File: config.mk
export PLATFORM = sky130hd
export DESIGN_NAME = irq_enable_priority_dispatch
export DESIGN_NICKNAME = d
export VERILOG_FILES = /design/src/common/irq_dispatch_pkg.sv /design/src/design/irq_arbiter.sv /design/src/design/irq_sfr_regs.sv /design/src/design/irq_enable_priority_dispatch.sv
export SDC_FILE = /design/constraint.sdc
export NUM_CORES = 1
export LEC_CHECK = 0
export BUFFER_PORTS_ARGS = -buffer_cell sky130_fd_sc_hd__clkbuf_2
export CORE_ASPECT_RATIO = 2
export CORE_UTILIZATION = 50
export CTS_CLUSTER_DIAMETER = 80
export DETAILED_ROUTE_END_ITERATION = 8
export GPL_ROUTABILITY_DRIVEN = 0
export PLACE_DENSITY_LB_ADDON = 0.08
export SETUP_SLACK_MARGIN = 0.1
export SLEW_MARGIN = 20
export SYNTH_ARGS = -nofsm -noshare
export SYNTH_HDL_FRONTEND = slang
export SYNTH_SLANG_ARGS = --single-unit
File: constraint.sdc
create_clock -name mclk_i -period 2.3 [get_ports mclk_i]
set_input_delay 0.23 -clock mclk_i [delete_from_list [all_inputs] [get_ports mclk_i]]
set_output_delay 0.23 -clock mclk_i [all_outputs]
set_load 0.03 [all_outputs]
File: src/common/irq_dispatch_pkg.sv
// Function
// - Fixed vector per source, 8 bytes apart
// - Same level: lowest fixed order wins
// - Vectoring clears external 0/1, timer 0/1 flags
// - Global gate zero blocks every source
// - Main enable bits map per source
// - Enable register at 0xA8, bit-addressable, resets zero
// - Timer 2 requests on either overflow flag
// - Serial port 0 any of four flags
// - UART requests on receive or transmit flag
// - External lines need enable and pending flag
// - Supply warning uses read-only flags, vector 0x007B
// - Conversion done: 0x0053, order 10, extended bit 3
// - High never preempted; low preempted by high
// - Disabled requests stay pending until gate returns
// - Requests sampled and decoded every cycle
// - Flag still set after return re-requests immediately
`default_nettype none
package irq_dispatch_pkg;

  localparam int unsigned NUM_SRC = 19;
  localparam int unsigned IDX_W   = 5;

  // Register addresses
  localparam logic [7:0] MASK_ADDR     = 8'hA8;
  localparam logic [7:0] BASE_PRI_ADDR = 8'hB8;
  localparam logic [7:0] EXT_EN1_ADDR  = 8'hE6;
  localparam logic [7:0] EXT_EN2_ADDR  = 8'hE7;
  localparam logic [7:0] EXT_PRI1_ADDR = 8'hF6;
  localparam logic [7:0] EXT_PRI2_ADDR = 8'hF7;

  // Reset values and fixed read bits
  localparam logic [7:0] MASK_RESET     = 8'h00;
  localparam logic [7:0] BASE_PRI_RESET = 8'h00;
  localparam logic [7:0] EXT_RESET      = 8'h00;
  localparam logic [7:0] PRI_READ_ONES  = 8'h80;

  // Field positions
  localparam int unsigned GLOBAL_BIT    = 7;
  localparam int unsigned MASK_SRC_W    = 7;
  localparam int unsigned EXT_EN2_SRC_W = 4;

  // Fixed order of sources
  localparam logic [IDX_W-1:0] SRC_EXT0   = 5'h00;
  localparam logic [IDX_W-1:0] SRC_T0     = 5'h01;
  localparam logic [IDX_W-1:0] SRC_EXT1   = 5'h02;
  localparam logic [IDX_W-1:0] SRC_T1     = 5'h03;
  localparam logic [IDX_W-1:0] SRC_UART   = 5'h04;
  localparam logic [IDX_W-1:0] SRC_T2     = 5'h05;
  localparam logic [IDX_W-1:0] SRC_SPI0   = 5'h06;
  localparam logic [IDX_W-1:0] SRC_TWI    = 5'h07;
  localparam logic [IDX_W-1:0] SRC_RTC    = 5'h08;
  localparam logic [IDX_W-1:0] SRC_ADCWIN = 5'h09;
  localparam logic [IDX_W-1:0] SRC_ADC    = 5'h0A;
  localparam logic [IDX_W-1:0] SRC_PCA    = 5'h0B;
  localparam logic [IDX_W-1:0] SRC_CMP0   = 5'h0C;
  localparam logic [IDX_W-1:0] SRC_CMP1   = 5'h0D;
  localparam logic [IDX_W-1:0] SRC_T3     = 5'h0E;
  localparam logic [IDX_W-1:0] SRC_SUPPLY = 5'h0F;
  localparam logic [IDX_W-1:0] SRC_PMATCH = 5'h10;
  localparam logic [IDX_W-1:0] SRC_OSCF   = 5'h11;
  localparam logic [IDX_W-1:0] SRC_SPI1   = 5'h12;
  localparam logic [IDX_W-1:0] HW_CLR_N   = 5'h04;

  // Vector addresses
  localparam logic [15:0] RESET_VEC  = 16'h0000;
  localparam logic [15:0] VEC_BASE   = 16'h0003;
  localparam logic [15:0] VEC_SUPPLY = 16'h007B;
  localparam logic [15:0] VEC_ADC    = 16'h0053;

endpackage : irq_dispatch_pkg
`default_nettype wire

File: src/design/irq_arbiter.sv
`default_nettype none
module irq_arbiter #(
  parameter int unsigned N = 19,
  parameter int unsigned W = 5
) (
  // Sources
  input  wire logic [N-1:0] pend_i,
  input  wire logic [N-1:0] en_i,
  input  wire logic [N-1:0] pri_i,
  input  wire logic         global_i,
  // Service state
  input  wire logic         insvc_low_i,
  input  wire logic         insvc_high_i,
  // Decision
  output logic              req_o,
  output logic [W-1:0]      idx_o,
  output logic              level_o,
  output logic              hi_cand_o
);

  logic [N-1:0] cand;
  logic [N-1:0] hi;
  logic [N-1:0] pick;

  for (genvar g = 0; g < N; g++) begin : g_gate
    assign cand[g] = pend_i[g] & en_i[g] & global_i;
    assign hi[g]   = cand[g] & pri_i[g];
  end

  assign hi_cand_o = |hi;

  always_comb begin
    idx_o   = '0;
    level_o = 1'b0;
    req_o   = 1'b0;
    pick    = (|hi) ? hi : cand;
    if (!insvc_high_i && (!insvc_low_i || (|hi))) begin
      req_o   = |pick;
      level_o = |hi;
    end
    for (int i = N - 1; i >= 0; i--) begin
      if (pick[i]) begin
        idx_o = W'(i);
      end
    end
  end

endmodule : irq_arbiter
`default_nettype wire

File: src/design/irq_sfr_regs.sv
`default_nettype none
module irq_sfr_regs (
  // Clock and reset
  input  wire logic       mclk_i,
  input  wire logic       srst_i,
  // Special-function register access
  input  wire logic [7:0] sfr_addr_i,
  input  wire logic [7:0] sfr_wdata_i,
  input  wire logic       sfr_wr_i,
  input  wire logic       sfr_bit_wr_i,
  input  wire logic       sfr_bit_val_i,
  input  wire logic       sfr_rd_i,
  output logic [7:0]      rdata_o,
  output logic            hit_o,
  // Register contents
  output logic [7:0]      mask_o,
  output logic [7:0]      base_pri_o,
  output logic [7:0]      ext_en1_o,
  output logic [7:0]      ext_en2_o,
  output logic [7:0]      ext_pri1_o,
  output logic [7:0]      ext_pri2_o
);

  typedef struct packed {
    logic [7:0] mask;
    logic [7:0] base_pri;
    logic [7:0] ext_en1;
    logic [7:0] ext_en2;
    logic [7:0] ext_pri1;
    logic [7:0] ext_pri2;
    logic [7:0] rdata;
    logic       hit;
  } regs_s;

  regs_s st_r;
  regs_s st_nxt;

  always_comb begin
    st_nxt = st_r;
    if (sfr_wr_i) begin
      if (sfr_addr_i == irq_dispatch_pkg::MASK_ADDR) begin
        st_nxt.mask = sfr_wdata_i;
      end else if (sfr_addr_i == irq_dispatch_pkg::BASE_PRI_ADDR) begin
        st_nxt.base_pri = sfr_wdata_i & ~irq_dispatch_pkg::PRI_READ_ONES;
      end else if (sfr_addr_i == irq_dispatch_pkg::EXT_EN1_ADDR) begin
        st_nxt.ext_en1 = sfr_wdata_i;
      end else if (sfr_addr_i == irq_dispatch_pkg::EXT_EN2_ADDR) begin
        st_nxt.ext_en2 = sfr_wdata_i;
      end else if (sfr_addr_i == irq_dispatch_pkg::EXT_PRI1_ADDR) begin
        st_nxt.ext_pri1 = sfr_wdata_i;
      end else if (sfr_addr_i == irq_dispatch_pkg::EXT_PRI2_ADDR) begin
        st_nxt.ext_pri2 = sfr_wdata_i;
      end
    end
    // bit writes into the bit-addressable pair
    if (sfr_bit_wr_i) begin
      if (sfr_addr_i[7:3] == irq_dispatch_pkg::MASK_ADDR[7:3]) begin
        st_nxt.mask[sfr_addr_i[2:0]] = sfr_bit_val_i;
      end else if (sfr_addr_i[7:3] == irq_dispatch_pkg::BASE_PRI_ADDR[7:3]
                   && sfr_addr_i[2:0] != 3'h7) begin
        st_nxt.base_pri[sfr_addr_i[2:0]] = sfr_bit_val_i;
      end
    end
    if (sfr_rd_i) begin
      st_nxt.hit = 1'b1;
      if (sfr_addr_i == irq_dispatch_pkg::MASK_ADDR) begin
        st_nxt.rdata = st_r.mask;
      end else if (sfr_addr_i == irq_dispatch_pkg::BASE_PRI_ADDR) begin
        st_nxt.rdata = st_r.base_pri | irq_dispatch_pkg::PRI_READ_ONES;
      end else if (sfr_addr_i == irq_dispatch_pkg::EXT_EN1_ADDR) begin
        st_nxt.rdata = st_r.ext_en1;
      end else if (sfr_addr_i == irq_dispatch_pkg::EXT_EN2_ADDR) begin
        st_nxt.rdata = st_r.ext_en2;
      end else if (sfr_addr_i == irq_dispatch_pkg::EXT_PRI1_ADDR) begin
        st_nxt.rdata = st_r.ext_pri1;
      end else if (sfr_addr_i == irq_dispatch_pkg::EXT_PRI2_ADDR) begin
        st_nxt.rdata = st_r.ext_pri2;
      end else begin
        st_nxt.rdata = 8'h00;
        st_nxt.hit   = 1'b0;
      end
    end
    if (srst_i) begin
      st_nxt          = '0;
      st_nxt.mask     = irq_dispatch_pkg::MASK_RESET;
      st_nxt.base_pri = irq_dispatch_pkg::BASE_PRI_RESET;
      st_nxt.ext_en1  = irq_dispatch_pkg::EXT_RESET;
      st_nxt.ext_en2  = irq_dispatch_pkg::EXT_RESET;
      st_nxt.ext_pri1 = irq_dispatch_pkg::EXT_RESET;
      st_nxt.ext_pri2 = irq_dispatch_pkg::EXT_RESET;
    end
  end

  always_ff @(posedge mclk_i) begin
    st_r <= st_nxt;
  end

  assign rdata_o = st_r.rdata;
  assign hit_o   = st_r.hit;
  assign mask_o     = st_r.mask;
  assign base_pri_o = st_r.base_pri;
  assign ext_en1_o  = st_r.ext_en1;
  assign ext_en2_o  = st_r.ext_en2;
  assign ext_pri1_o = st_r.ext_pri1;
  assign ext_pri2_o = st_r.ext_pri2;
endmodule : irq_sfr_regs
`default_nettype wire

File: src/design/irq_enable_priority_dispatch.sv
`default_nettype none
module irq_enable_priority_dispatch (
  // Clock and reset
  input  wire logic       mclk_i,
  input  wire logic       srst_i,
  // Special-function register access
  input  wire logic [7:0] sfr_addr_i,
  input  wire logic [7:0] sfr_wdata_i,
  input  wire logic       sfr_wr_i,
  input  wire logic       sfr_bit_wr_i,
  input  wire logic       sfr_bit_val_i,
  input  wire logic       sfr_rd_i,
  output logic [7:0]      sfr_rdata_o,
  output logic            sfr_hit_o,
  // Base sources
  input  wire logic       ext_line0_pending_i,
  input  wire logic       timer0_overflow_flag_i,
  input  wire logic       ext_line1_pending_i,
  input  wire logic       timer1_overflow_flag_i,
  input  wire logic       uart_rx_complete_i,
  input  wire logic       uart_tx_complete_i,
  input  wire logic       timer2_high_overflow_i,
  input  wire logic       timer2_low_overflow_i,
  input  wire logic       serial_port_transfer_done_i,
  input  wire logic       write_collision_i,
  input  wire logic       mode_fault_i,
  input  wire logic       receive_overrun_i,
  // Extended sources
  input  wire logic       two_wire_flag_i,
  input  wire logic       rtc_alarm_flag_i,
  input  wire logic       adc_window_flag_i,
  input  wire logic       conversion_done_flag_i,
  input  wire logic       counter_array_flag_i,
  input  wire logic [1:0] comparator0_flags_i,
  input  wire logic [1:0] comparator1_flags_i,
  input  wire logic [1:0] timer3_flags_i,
  input  wire logic       supply_good_flag_i,
  input  wire logic       battery_good_flag_i,
  input  wire logic       port_match_i,
  input  wire logic       osc_fail_flag_i,
  input  wire logic [3:0] serial_port1_flags_i,
  // Core handshake
  input  wire logic       cpu_ack_i,
  input  wire logic       cpu_reti_i,
  output logic            irq_req_o,
  output logic [15:0]     irq_vector_o,
  output logic            irq_level_o,
  output logic [3:0]      hw_clear_o,
  output logic [1:0]      in_service_o
);

  localparam int unsigned N = irq_dispatch_pkg::NUM_SRC;
  localparam int unsigned W = irq_dispatch_pkg::IDX_W;

  typedef struct packed {
    logic          req;
    logic [15:0]   vec;
    logic          level;
    logic [W-1:0]  idx;
    logic [3:0]    clr;
    logic          insvc_low;
    logic          insvc_high;
  } disp_s;

  disp_s        st_r;
  disp_s        st_nxt;

  logic [7:0]   enable_mask;
  logic [7:0]   base_pri;
  logic [7:0]   ext_en1;
  logic [7:0]   ext_en2;
  logic [7:0]   ext_pri1;
  logic [7:0]   ext_pri2;
  logic [N-1:0] src_pend;
  logic [N-1:0] src_en;
  logic [N-1:0] src_pri;
  logic         global_irq_gate;
  logic         arb_req;
  logic [W-1:0] arb_idx;
  logic         arb_level;
  logic         arb_hi;
  logic         take;

  irq_sfr_regs u_regs (
    .mclk_i        (mclk_i),
    .srst_i        (srst_i),
    .sfr_addr_i    (sfr_addr_i),
    .sfr_wdata_i   (sfr_wdata_i),
    .sfr_wr_i      (sfr_wr_i),
    .sfr_bit_wr_i  (sfr_bit_wr_i),
    .sfr_bit_val_i (sfr_bit_val_i),
    .sfr_rd_i      (sfr_rd_i),
    .rdata_o       (sfr_rdata_o),
    .hit_o         (sfr_hit_o),
    .mask_o        (enable_mask),
    .base_pri_o    (base_pri),
    .ext_en1_o     (ext_en1),
    .ext_en2_o     (ext_en2),
    .ext_pri1_o    (ext_pri1),
    .ext_pri2_o    (ext_pri2)
  );

  assign global_irq_gate = enable_mask[irq_dispatch_pkg::GLOBAL_BIT];

  assign src_en  = {ext_en2[irq_dispatch_pkg::EXT_EN2_SRC_W-1:0], ext_en1,
                    enable_mask[irq_dispatch_pkg::MASK_SRC_W-1:0]};
  assign src_pri = {ext_pri2[irq_dispatch_pkg::EXT_EN2_SRC_W-1:0], ext_pri1,
                    base_pri[irq_dispatch_pkg::MASK_SRC_W-1:0]};

  // external lines from their latched flags
  assign src_pend[irq_dispatch_pkg::SRC_EXT0]   = ext_line0_pending_i;
  assign src_pend[irq_dispatch_pkg::SRC_T0]     = timer0_overflow_flag_i;
  assign src_pend[irq_dispatch_pkg::SRC_EXT1]   = ext_line1_pending_i;
  assign src_pend[irq_dispatch_pkg::SRC_T1]     = timer1_overflow_flag_i;
  assign src_pend[irq_dispatch_pkg::SRC_UART]   = uart_rx_complete_i | uart_tx_complete_i;
  assign src_pend[irq_dispatch_pkg::SRC_T2]     = timer2_high_overflow_i
                                                  | timer2_low_overflow_i;
  assign src_pend[irq_dispatch_pkg::SRC_SPI0]   = serial_port_transfer_done_i
                                                  | write_collision_i
                                                  | mode_fault_i
                                                  | receive_overrun_i;
  assign src_pend[irq_dispatch_pkg::SRC_TWI]    = two_wire_flag_i;
  assign src_pend[irq_dispatch_pkg::SRC_RTC]    = rtc_alarm_flag_i;
  assign src_pend[irq_dispatch_pkg::SRC_ADCWIN] = adc_window_flag_i;
  assign src_pend[irq_dispatch_pkg::SRC_ADC]    = conversion_done_flag_i;
  assign src_pend[irq_dispatch_pkg::SRC_PCA]    = counter_array_flag_i;
  assign src_pend[irq_dispatch_pkg::SRC_CMP0]   = |comparator0_flags_i;
  assign src_pend[irq_dispatch_pkg::SRC_CMP1]   = |comparator1_flags_i;
  assign src_pend[irq_dispatch_pkg::SRC_T3]     = |timer3_flags_i;
  // warning pends while a supply is not good
  assign src_pend[irq_dispatch_pkg::SRC_SUPPLY] = ~supply_good_flag_i | ~battery_good_flag_i;
  assign src_pend[irq_dispatch_pkg::SRC_PMATCH] = port_match_i;
  assign src_pend[irq_dispatch_pkg::SRC_OSCF]   = osc_fail_flag_i;
  assign src_pend[irq_dispatch_pkg::SRC_SPI1]   = |serial_port1_flags_i;

  irq_arbiter #(
    .N (N),
    .W (W)
  ) u_arb (
    .pend_i       (src_pend),
    .en_i         (src_en),
    .pri_i        (src_pri),
    .global_i     (global_irq_gate),
    .insvc_low_i  (st_r.insvc_low),
    .insvc_high_i (st_r.insvc_high),
    .req_o        (arb_req),
    .idx_o        (arb_idx),
    .level_o      (arb_level),
    .hi_cand_o    (arb_hi)
  );

  assign take = cpu_ack_i & st_r.req;

  always_comb begin
    st_nxt     = st_r;
    st_nxt.clr = 4'h0;
    if (take) begin
      if (st_r.level) begin
        st_nxt.insvc_high = 1'b1;
      end else begin
        st_nxt.insvc_low = 1'b1;
      end
      if (st_r.idx < irq_dispatch_pkg::HW_CLR_N) begin
        st_nxt.clr[st_r.idx[1:0]] = 1'b1;
      end
    end else if (cpu_reti_i) begin
      if (st_r.insvc_high) begin
        st_nxt.insvc_high = 1'b0;
      end else begin
        st_nxt.insvc_low = 1'b0;
      end
    end
    st_nxt.req = arb_req & ~cpu_ack_i;
    if (arb_req) begin
      st_nxt.idx   = arb_idx;
      st_nxt.level = arb_level;
      // base plus 8 bytes per order step
      st_nxt.vec   = irq_dispatch_pkg::VEC_BASE + 16'({arb_idx, 3'b000});
    end
    if (srst_i) begin
      st_nxt     = '0;
      st_nxt.vec = irq_dispatch_pkg::RESET_VEC;
    end
  end

  always_ff @(posedge mclk_i) begin
    st_r <= st_nxt;
  end

  assign irq_req_o    = st_r.req;
  assign irq_vector_o = st_r.vec;
  assign irq_level_o  = st_r.level;
  assign hw_clear_o   = st_r.clr;
  assign in_service_o = {st_r.insvc_high, st_r.insvc_low};
endmodule : irq_enable_priority_dispatch
`default_nettype wire

==> flow_metrics.env, run 1 <==
export IMPL_outcome="finished with violations"
export IMPL_violations="negative setup slack"
export IMPL_crit_buf_inv=3
export IMPL_finClkSkew_ns=0.004525
export IMPL_max_cap_viol_count=0
export IMPL_cts_tree="done"
export IMPL_dr_pass1_iters=5
export IMPL_synthFlopType="dfxtp_1"
export IMPL_cp_max_fo=11
export IMPL_endpoint="st_r[6]"
export IMPL_gr_usage_all_layers_pct=38.21
export IMPL_drive_above_1_share_pct=38.98
export IMPL_viasPerCell=6.242
export IMPL_grt_overflow=0
export IMPL_power_density_mw_per_mm2=480.7
export IMPL_r2r_end="st_r[6]"
export IMPL_worstMarginPinSlew_ns=0.5440
export IMPL_die_x_um=65.61
export IMPL_fmax_mhz=368.9
export IMPL_fin_ws_ns=-0.4105
export IMPL_final_nets=718
export IMPL_holdCritStartpoint="cpu_ack_i"
export IMPL_crit_top_cell="buf_12"
export IMPL_h_tree_depth=3
export IMPL_placementRows=46
export IMPL_final_core_util_pct=75.15
export IMPL_area_growth_pct=46.44
export IMPL_critical_path_slowest_cell="nor4_4"
export IMPL_antenna_cells=0
export IMPL_peakVddDrop_v=0.0004712
export IMPL_cp_startpoint="u_regs.mask_o[7]"
export IMPL_final_max_slew_violation_count=0
export IMPL_coreArea_mm2=0.007885
export IMPL_path_clk_slew_ns=0.05
export IMPL_ant_nets=0
export IMPL_worstPathCellList="buf_12 > nand2_1 > nor2_4 > a221oi_4 > buf_12 > buf_6 > a31oi_2 > o22ai_2 > nor4_4 > nand3_2 > a211o_1 > o21ai_1"
export IMPL_pin_count=88
export IMPL_vias=4763
export IMPL_yosys_warnings=0
export IMPL_syn_area_per_cell_um2=8.061
export IMPL_tns_ns=-2.761
export IMPL_seq_area_frac_synth_pct=34.63
export IMPL_grt_max_degree=44
export IMPL_wire_per_inst_um=21.03
export IMPL_grt_pass1_vias=4664
export IMPL_synth_edf_count=0
export IMPL_synth_cell_types=62
export IMPL_numClockSinks=70
export IMPL_n_fill_cell=578
export IMPL_syn_area_mm2=0.004046
export IMPL_reg2reg_from="u_regs.mask_o[7]"
export IMPL_fin_crit_sh_pct=117.8
export IMPL_clock_latency_ns=0.33
export IMPL_initial_core_util_pct=51.32
export IMPL_clock_path_buffers=2
export IMPL_dieHeight_um=129.2
export IMPL_synth_seq_cells=70
export IMPL_synth_top_cell_by_area="dfxtp_1"
export IMPL_numCtsBuffers=9
export IMPL_drc=0
export IMPL_synth_top_area_share_pct=34.63
export IMPL_r2r_setup_slack_ns=-0.41
export IMPL_grt_setup_unrepaired="true"
export IMPL_relSlewSlack_pct=63.60
export IMPL_postSynth_asyncResetShare_pct=0
export IMPL_cp_num_cells=12
export IMPL_drtIter0Drc=319
export IMPL_synth_cells=502
export IMPL_critPathArrivalTime_ns=2.97
export IMPL_end_kind="flop"
export IMPL_worstHoldPathType="in2reg"
export IMPL_setup_violations=8
export IMPL_io_buffers=78
export IMPL_yosys_top_cells_area="dfxtp_1 (35%), mux2i_1 (10%), nor2_1 (7.0%)"
export IMPL_layout_min_cycle_time_ns=2.711
export IMPL_path_delay_family="simple AND/OR/NAND/NOR gates"
export IMPL_reg2regPathDepth=12
export IMPL_slowest_delay_ns=0.40
export IMPL_clock_tree_root_cell="clkbuf_16"
export IMPL_leakagePower_nw=2.390
export IMPL_crit_type="reg2reg"
export IMPL_grt_pass1_wl_um=23500
export IMPL_antenna_found_initial=0
export IMPL_hpwl_um=11220
export IMPL_drt_total_wl_um=16050
export IMPL_fp_dieArea_mm2=0.008478
export IMPL_worstPathRequired_ns=2.56
export IMPL_start_kind="flop"
export IMPL_finalHoldViolations=0
## sequential cells by signal (all words and copies together), names as in the netlist, 2 cells and up
name / count
u_regs.ext_pri1_o: 8
u_regs.base_pri_o: 7
u_regs.ext_en2_o: 8
u_regs.mask_o: 8
u_regs.rdata_o: 8
u_regs.ext_en1_o: 8
u_regs.ext_pri2_o: 8
hw_clear_o: 4
st_r: 5
in_service_o: 2
## Yosys cell counts, drive strengths merged, types with 2 or more instances
master / number
nor3b: 4
a311oi: 5
buf: 23
o22ai: 12
a31oi: 26
o21ai: 10
nor2: 76
o2111ai: 5
mux2i: 41
inv: 15
nand4: 8
or2: 6
nand2: 46
nand4b: 2
a2bb2oi: 2
dfxtp: 70
nand3: 20
and2: 5
and3: 5
a211o: 2
nor3: 8
a22oi: 15
o211ai: 4
o221ai: 2
clkbuf: 18
nand2b: 2
a21oi: 27
nor4: 6
a211oi: 13
o311ai: 2
a31o: 2
o211a: 4
## power breakdown
part	switching [mW]	internal, mW	total (mW)
sequential	0.00167	1.21	1.22
clock	0.508	0.941	1.45
combinational	0.124	0.0586	0.183
total	0.634	2.21	2.85
## logic make-up after synthesis
group	count (synthesis)	share of synthesized area, %
and+or+nand+nor	195	23.10
AOI/OAI and AO/OA	139	25.17
DFF	70	34.63
buffers and inverters	56	6.864
muxes	41	10.14
other	1	0.09268
## area by class of cell
class | instances | area, um^2 | share of cell area (%)
Multi-Input combinational cell | 384 | 2779 | 46.90
Sequential cell | 70 | 1405 | 23.71
Timing Repair Buffer | 183 | 1260 | 21.26
Clock buffer | 11 | 232.7 | 3.927
Tap cell | 96 | 120.1 | 2.027
Clock inverter | 4 | 72.57 | 1.225
Inverter | 15 | 56.30 | 0.9502
## worst min-delay path by stage
stage | end | cells after the start
after floorplan | irq_req_o | 1
after global placement | u_regs.ext_en2_o[6] | 2
after detailed placement | u_regs.ext_en2_o[6] | 2
after CTS | irq_req_o | 2
after global routing | irq_req_o | 2
final | irq_req_o | 2
## per-stage QoR
step	power [mW]	cells	hold slack, ns	area, um^2	setup WS, ns
after floorplan	1.337	510	0.3083	4121	-0.1599
after global placement	1.418	736	0.4462	5146	-0.4856
after detailed placement	1.420	736	0.4466	5146	-0.5501
after CTS	2.857	759	0.1227	5749	-0.2874
after global routing	2.913	763	0.1254	5926	-0.5028
final	2.849	763	0.1301	5926	-0.4105
## repair_timing
item,in CTS,in global routing
endpoints found under the setup margin,8,8
hold buffers,0,0
buffers inserted,4,4
gates resized for setup,48,25
pin swaps,13,20
gates cloned,4,0
## per-layer routing
layer / share of wire (%) / vias to the layer above / routed length (um) / track usage [%]
met2: 51 / 228 / 8200 / 66.71
met3: 5.4 / 93 / 872 / 9.419
met1: 34 / 2266 / 5449 / 35.67
li1: - / 2176 / - / -
met4: 9.5 / 0 / 1524 / 33.76
met5: 0 / - / 0 / 0
## layout by cell type, fill, tap and decap left out, types with 4 or more instances in the layout
cell type and n:
a211oi_1 11, o22ai_2 7, buf_6 7, clkbuf_2 78
inv_1 15, nor3_1 7, dfxtp_1 69, nand2_1 46
conb_1 9, a311oi_1 5, a21oi_2 7, nand3_1 19
clkbuf_16 9, a22oi_1 15, a21oi_1 19, buf_4 90
a31oi_1 9, a31oi_4 9, nor2_1 74, o21ai_0 9
mux2i_1 41, nand4_1 8, and2_1 5, a31oi_2 8
o211ai_1 4
No activity file was read; power rests on OpenSTA's default activity.
==> run 2: changes to the inputs <==
--- a/config.mk
+++ b/config.mk
@@ -7,7 +7,7 @@
 export LEC_CHECK = 0
 export BUFFER_PORTS_ARGS = -buffer_cell sky130_fd_sc_hd__clkbuf_2
 export CORE_ASPECT_RATIO = 2
-export CORE_UTILIZATION = 50
+export CORE_UTILIZATION = 46
 export CTS_CLUSTER_DIAMETER = 80
 export DETAILED_ROUTE_END_ITERATION = 8
 export GPL_ROUTABILITY_DRIVEN = 0
==> run 2 against run 1 <==
The flow still finishes with violations (negative setup slack). Clock power down 4%. Via count grew 0.97%. Flip-flop and latch count stayed put.
==> flow_metrics.env, run 2 (synthesized netlist as in run 1, its figures left out) <==
export IMPL_crit_buf_inv=5
export IMPL_violations="negative setup slack"
export IMPL_leakagePower_nw=2.443
export IMPL_final_max_slew_violation_count=0
export IMPL_critical_path_slowest_cell="a2111oi_4"
export IMPL_vias=4809
export IMPL_setup_violations=8
export IMPL_numClockSinks=70
export IMPL_dieHeight_um=134.6
export IMPL_placementRows=48
export IMPL_antenna_found_initial=0
export IMPL_layout_common_cells="buf_4 (108), clkbuf_2 (78), nor2_1 (71), dfxtp_1 (69), nand2_1 (46)"
export IMPL_grt_overflow=0
export IMPL_power_frac_comb_pct=6.7
export IMPL_cts_tree="done"
export IMPL_n_fill_cell=695
export IMPL_path_clk_slew_ns=0.06
export IMPL_placedCellCount=752
export IMPL_swShare_pct=23.63
export IMPL_initial_core_util_pct=47.12
export IMPL_ctsHoldBuffers=0
export IMPL_gr_usage_all_layers_pct=37.86
export IMPL_layout_min_cycle_time_ns=2.817
export IMPL_critPathArrivalTime_ns=3.04
export IMPL_worstPathCellList="buf_6 > buf_4 > o211a_4 > a2111oi_4 > buf_6 > a31oi_4 > buf_4 > a211oi_1 > o311ai_4 > buf_4 > a2bb2oi_1 > o21ai_1"
export IMPL_p_switching_uw=661.0
export IMPL_grt_pass1_wl_um=24760
export IMPL_drtIter0Drc=319
export IMPL_wire_per_inst_um=21.10
export IMPL_drc=0
export IMPL_power_density_mw_per_mm2=466.0
export IMPL_final_nets=732
export IMPL_worstHoldPathType="in2reg"
export IMPL_drt_total_wl_um=16480
export IMPL_multiInputGateArea_mm2=0.002784
export IMPL_path_delay_family="compound AO/OA/AOI/OAI gates"
export IMPL_coreArea_mm2=0.008588
export IMPL_grt_max_degree=41
export IMPL_relSlewSlack_pct=55.06
export IMPL_regArea_mm2=0.001405
export IMPL_io_buffers=78
export IMPL_clock_latency_ns=0.34
export IMPL_finalHoldViolations=0
export IMPL_clkPwrFrac_pct=49.8
export IMPL_power_mw=2.798
export IMPL_power_sequential_fraction_pct=43.5
export IMPL_fin_cells=781
export IMPL_viasPerCell=6.157
export IMPL_grt_setup_unrepaired="true"
export IMPL_dr_pass1_iters=5
export IMPL_area_growth_pct=48.39
export IMPL_crit_top_cell="buf_4"
export IMPL_fin_crit_sh_pct=122.5
export IMPL_crit_type="reg2reg"
export IMPL_h_tree_depth=3
export IMPL_slowest_delay_ns=0.49
export IMPL_worstMarginPinSlew_ns=0.6741
export IMPL_placement_cell_area_mm2=0.005241
export IMPL_max_cap_viol_count=0
export IMPL_end_kind="flop"
export IMPL_worstPathRequired_ns=2.52
export IMPL_final_core_util_pct=69.92
export IMPL_ant_nets=0
export IMPL_outcome="finished with violations"
export IMPL_grt_pass1_vias=4582
export IMPL_pin_count=88
export IMPL_drive_above_1_share_pct=39.79
export IMPL_clock_path_buffers=2
export IMPL_peakVddDrop_v=0.0005661
export IMPL_finalHoldWorstSlack_ns=0.1349
export IMPL_fp_dieArea_mm2=0.009199
export IMPL_cp_max_fo=6
export IMPL_p_int_mw=2.137
export IMPL_numCtsBuffers=9
export IMPL_final_cell_area_mm2=0.006005
export IMPL_clock_tree_root_cell="clkbuf_16"
export IMPL_die_x_um=68.32
export IMPL_finClkSkew_ns=0.005720
export IMPL_antenna_cells=0
export IMPL_fmax_mhz=354.9
export IMPL_fin_ws_ns=-0.5173
export IMPL_final_common_cell="buf_4"
export IMPL_hpwl_um=11630
export IMPL_start_kind="flop"
run 2: repair_timing:
item,CTS,global route
setup buffers,9,3
pin swaps,15,6
setup endpoints to repair,8,8
resized for setup,45,18
gates cloned,2,0
run 2: area by class of cell:
class | instances | area share, %
Clock buffer | 10 | 3.980
Clock inverter | 5 | 0.9794
Inverter | 15 | 0.9377
Multi-Input combinational cell | 384 | 46.36
Sequential cell | 70 | 23.40
Tap cell | 100 | 2.084
Timing Repair Buffer | 197 | 22.25
run 2: worst register-to-register path, cell delays in order (launching register included):
cell and delay, ns:
dfxtp_4 0.37, buf_6 0.13, buf_4 0.13, o211a_4 0.14, a2111oi_4 0.49, buf_6 0.22
a31oi_4 0.11, buf_4 0.15, a211oi_1 0.39, o311ai_4 0.17, buf_4 0.16, a2bb2oi_1 0.16
o21ai_1 0.09
run 2: worst paths after layout:
| kind | endpoint | depth (start not counted) | start | slack, ns |
|---|---|---|---|---|
| worst max-delay path | st_r[6] | 12 | u_regs.mask_o[7] | -0.52 |
| worst min-delay path | irq_req_o | 2 | cpu_ack_i | 0.13 |
| worst max register to register | st_r[6] | 12 | u_regs.mask_o[7] | -0.52 |
| worst min register to register | u_regs.ext_en2_o[6] | 2 | u_regs.ext_en2_o[6] | 0.46 |
run 2: per-stage QoR:
stage                     setup TNS [ns]  setup WS, ns
after floorplan                  -0.2276       -0.1599
after global placement            -4.303       -0.6558
after detailed placement          -4.556       -0.6616
after CTS                         -2.251       -0.3462
after global routing              -4.155       -0.5955
final                             -3.496       -0.5173
run 2: routing by layer:
| layer | share of wire, % | track usage (%) |
|---|---|---|
| met5 | 0 | 0 |
| met4 | 7.7 | 27.66 |
| met3 | 7.5 | 11.91 |
| met2 | 51 | 61.82 |
| met1 | 34 | 38.71 |
run 2: power groups by stage:
| stage | registers (mW) | logic, mW | clock network, mW |
|---|---|---|---|
| global route | 1.22 | 0.198 | 1.46 |
| global placement | 1.24 | 0.176 | 0 |
| finish | 1.22 | 0.187 | 1.39 |
| detailed placement | 1.24 | 0.178 | 0 |
| floorplan | 1.25 | 0.0911 | 0 |
| CTS | 1.22 | 0.180 | 1.40 |
==> run 3: changes to the inputs <==
--- a/config.mk
+++ b/config.mk
@@ -7,7 +7,7 @@
 export LEC_CHECK = 0
 export BUFFER_PORTS_ARGS = -buffer_cell sky130_fd_sc_hd__clkbuf_2
 export CORE_ASPECT_RATIO = 2
-export CORE_UTILIZATION = 46
+export CORE_UTILIZATION = 50
 export CTS_CLUSTER_DIAMETER = 80
 export DETAILED_ROUTE_END_ITERATION = 8
 export GPL_ROUTABILITY_DRIVEN = 0
@@ -16,4 +16,5 @@
 export SLEW_MARGIN = 20
 export SYNTH_ARGS = -nofsm -noshare
 export SYNTH_HDL_FRONTEND = slang
+export SYNTH_HIERARCHICAL = 1
 export SYNTH_SLANG_ARGS = --single-unit
==> run 3 against run 2 <==
The flow still finishes with violations (negative setup slack). Maximum frequency rose by 6.6%. Clock power fell by 13%. First-iteration DRC count rose by 10%. Power fell by 4.5%. Area after synthesis rose by 5.3%. Sequential power barely moved. Cell area fell by 3.3%. Global-route usage fell by 3.7 points. Critical endpoint is now st_r[7].
==> flow_metrics.env, run 3 <==
export IMPL_viasPerCell=6.041
export IMPL_relSlewSlack_pct=54.73
export IMPL_critPathArrivalTime_ns=2.91
export IMPL_numClockSinks=70
export IMPL_clock_tree_root_cell="clkbuf_16"
export IMPL_setup_violations=8
export IMPL_final_cell_area_mm2=0.005808
export IMPL_drive_above_1_share_pct=38.33
export IMPL_crit_type="in2reg"
export IMPL_final_max_slew_violation_count=0
export IMPL_leakagePower_nw=2.400
export IMPL_grt_pass1_vias=4465
export IMPL_die_x_um=67.28
export IMPL_pin_count=88
export IMPL_r2r_setup_slack_ns=-0.33
export IMPL_placementRows=47
export IMPL_antenna_cells=0
export IMPL_antenna_found_initial=0
export IMPL_yosys_warnings=6
export IMPL_clock_path_buffers=2
export IMPL_fin_ws_ns=-0.3421
export IMPL_reg2reg_from="u_regs/mask_o[7]"
export IMPL_io_buffers=78
export IMPL_layout_common_cells="buf_4 (106), clkbuf_2 (78), dfxtp_1 (69), nor2_1 (63), mux2i_1 (56)"
export IMPL_finalHoldViolations=0
export IMPL_grt_pass1_wl_um=22510
export IMPL_end_kind="flop"
export IMPL_r2r_end="st_r[8]"
export IMPL_wire_per_inst_um=19.19
export IMPL_worstPathRequired_ns=2.57
export IMPL_max_cap_viol_count=0
export IMPL_syn_area_per_cell_um2=8.823
export IMPL_cts_tree="done"
export IMPL_outcome="finished with violations"
export IMPL_final_core_util_pct=70.05
export IMPL_layout_min_cycle_time_ns=2.642
export IMPL_hold_end="irq_req_o"
export IMPL_coreArea_mm2=0.008292
export IMPL_power_density_mw_per_mm2=460.0
export IMPL_fin_crit_sh_pct=114.9
export IMPL_power_mw=2.672
export IMPL_placement_cell_area_mm2=0.005401
export IMPL_dieHeight_um=132.6
export IMPL_drc=0
export IMPL_drtIter0Drc=352
export IMPL_dr_pass1_iters=7
export IMPL_start_kind="input port"
export IMPL_area_growth_pct=36.29
export IMPL_finClkSkew_ns=0.006348
export IMPL_final_nets=711
export IMPL_holdPathStages=2
export IMPL_reg2regPathDepth=12
export IMPL_fmax_mhz=378.5
export IMPL_violations="negative setup slack"
export IMPL_peakVddDrop_v=0.0004527
export IMPL_path_clk_slew_ns=0.05
export IMPL_gr_usage_all_layers_pct=34.17
export IMPL_grt_max_degree=32
export IMPL_clock_latency_ns=0.33
export IMPL_cp_max_fo=10
export IMPL_numCtsBuffers=9
export IMPL_worstMarginPinSlew_ns=0.6697
export IMPL_syn_area_mm2=0.004262
export IMPL_vias=4579
export IMPL_h_tree_depth=3
export IMPL_final_common_cell="buf_4"
export IMPL_fp_dieArea_mm2=0.008919
export IMPL_ant_nets=0
export IMPL_grt_overflow=0
export IMPL_tns_ns=-2.347
export IMPL_grt_setup_unrepaired="true"
export IMPL_synth_cells=483
export IMPL_hpwl_um=11120
export IMPL_initial_core_util_pct=51.40
export IMPL_drt_total_wl_um=14550
export IMPL_holdCritStartpoint="cpu_ack_i"
export IMPL_worstHoldPathType="in2reg"
-- run 3: critical path, stage by stage --
cell and delay, ns:
clkbuf_2 0.08, or4_4 0.54, nand3_1 0.13, nand4_1 0.17, nor2_1 0.29, nand4_4 0.21
o21bai_1 0.33, a31oi_1 0.12, a2111oi_0 0.33, buf_4 0.19, o31a_1 0.13, mux2i_1 0.06
nor2_1 0.08
-- run 3: per-layer routing --
layer | vias up | global-route usage [%] | wire length [um] | part of all wire [%]
met5 | - | 0 | 0 | 0
met4 | 0 | 25.18 | 1074 | 7.4
met3 | 64 | 5.000 | 716 | 4.9
met2 | 220 | 57.94 | 7528 | 52
met1 | 2158 | 36.37 | 5226 | 36
li1 | 2137 | - | - | -
-- run 3: layout make-up --
type	instances	area [um^2]
clock buffers	11	232.7
clock inverters	4	25.02
fillers	682	2484
inverters	12	45.04
multi-input cells	375	2704
flip-flops and latches	70	1405
well taps	98	122.6
repair buffers	188	1274
-- run 3: per-stage QoR --
stage	worst slack [ns]	instances	hold WS, ns
floorplan	-0.1492	491	0.3061
global placement	-0.5260	735	0.4694
detailed placement	-0.6752	735	0.4761
CTS	-0.2775	756	0.1258
global route	-0.4206	758	0.1494
finish	-0.3421	758	0.1310
-- run 3: worst max path at each step --
stage                         end  slack (ns)  depth (start not counted)               from
after floorplan           st_r[6]       -0.15                         13   u_regs/mask_o[7]
after global placement    st_r[6]       -0.53                         12  write_collision_i
after detailed placement  st_r[6]       -0.68                         12  write_collision_i
after CTS                 st_r[8]       -0.28                         12   u_regs/mask_o[7]
after global routing      st_r[8]       -0.42                         12   u_regs/mask_o[7]
final                     st_r[7]       -0.34                         13  write_collision_i
-- run 3: timing repair --
| item | 4_1_cts | 5_1_grt |
|---|---|---|
| gates cloned | 1 | 0 |
| buffers inserted | 5 | 2 |
| gates resized for setup | 7 | 4 |
| hold endpoints to repair | 0 | 0 |
| pin swaps | 2 | 4 |
| endpoints found under the setup margin | 8 | 8 |
| hold buffers | 0 | 0 |
-- run 3: report_power, final --
| part | leakage, nW | switching, mW | internal [mW] |
|---|---|---|---|
| Sequential | 0.565 | 0.00210 | 1.22 |
| Combinational | 1.71 | 0.156 | 0.0842 |
| Clock | 0.121 | 0.495 | 0.719 |
| Total | 2.40 | 0.653 | 2.02 |
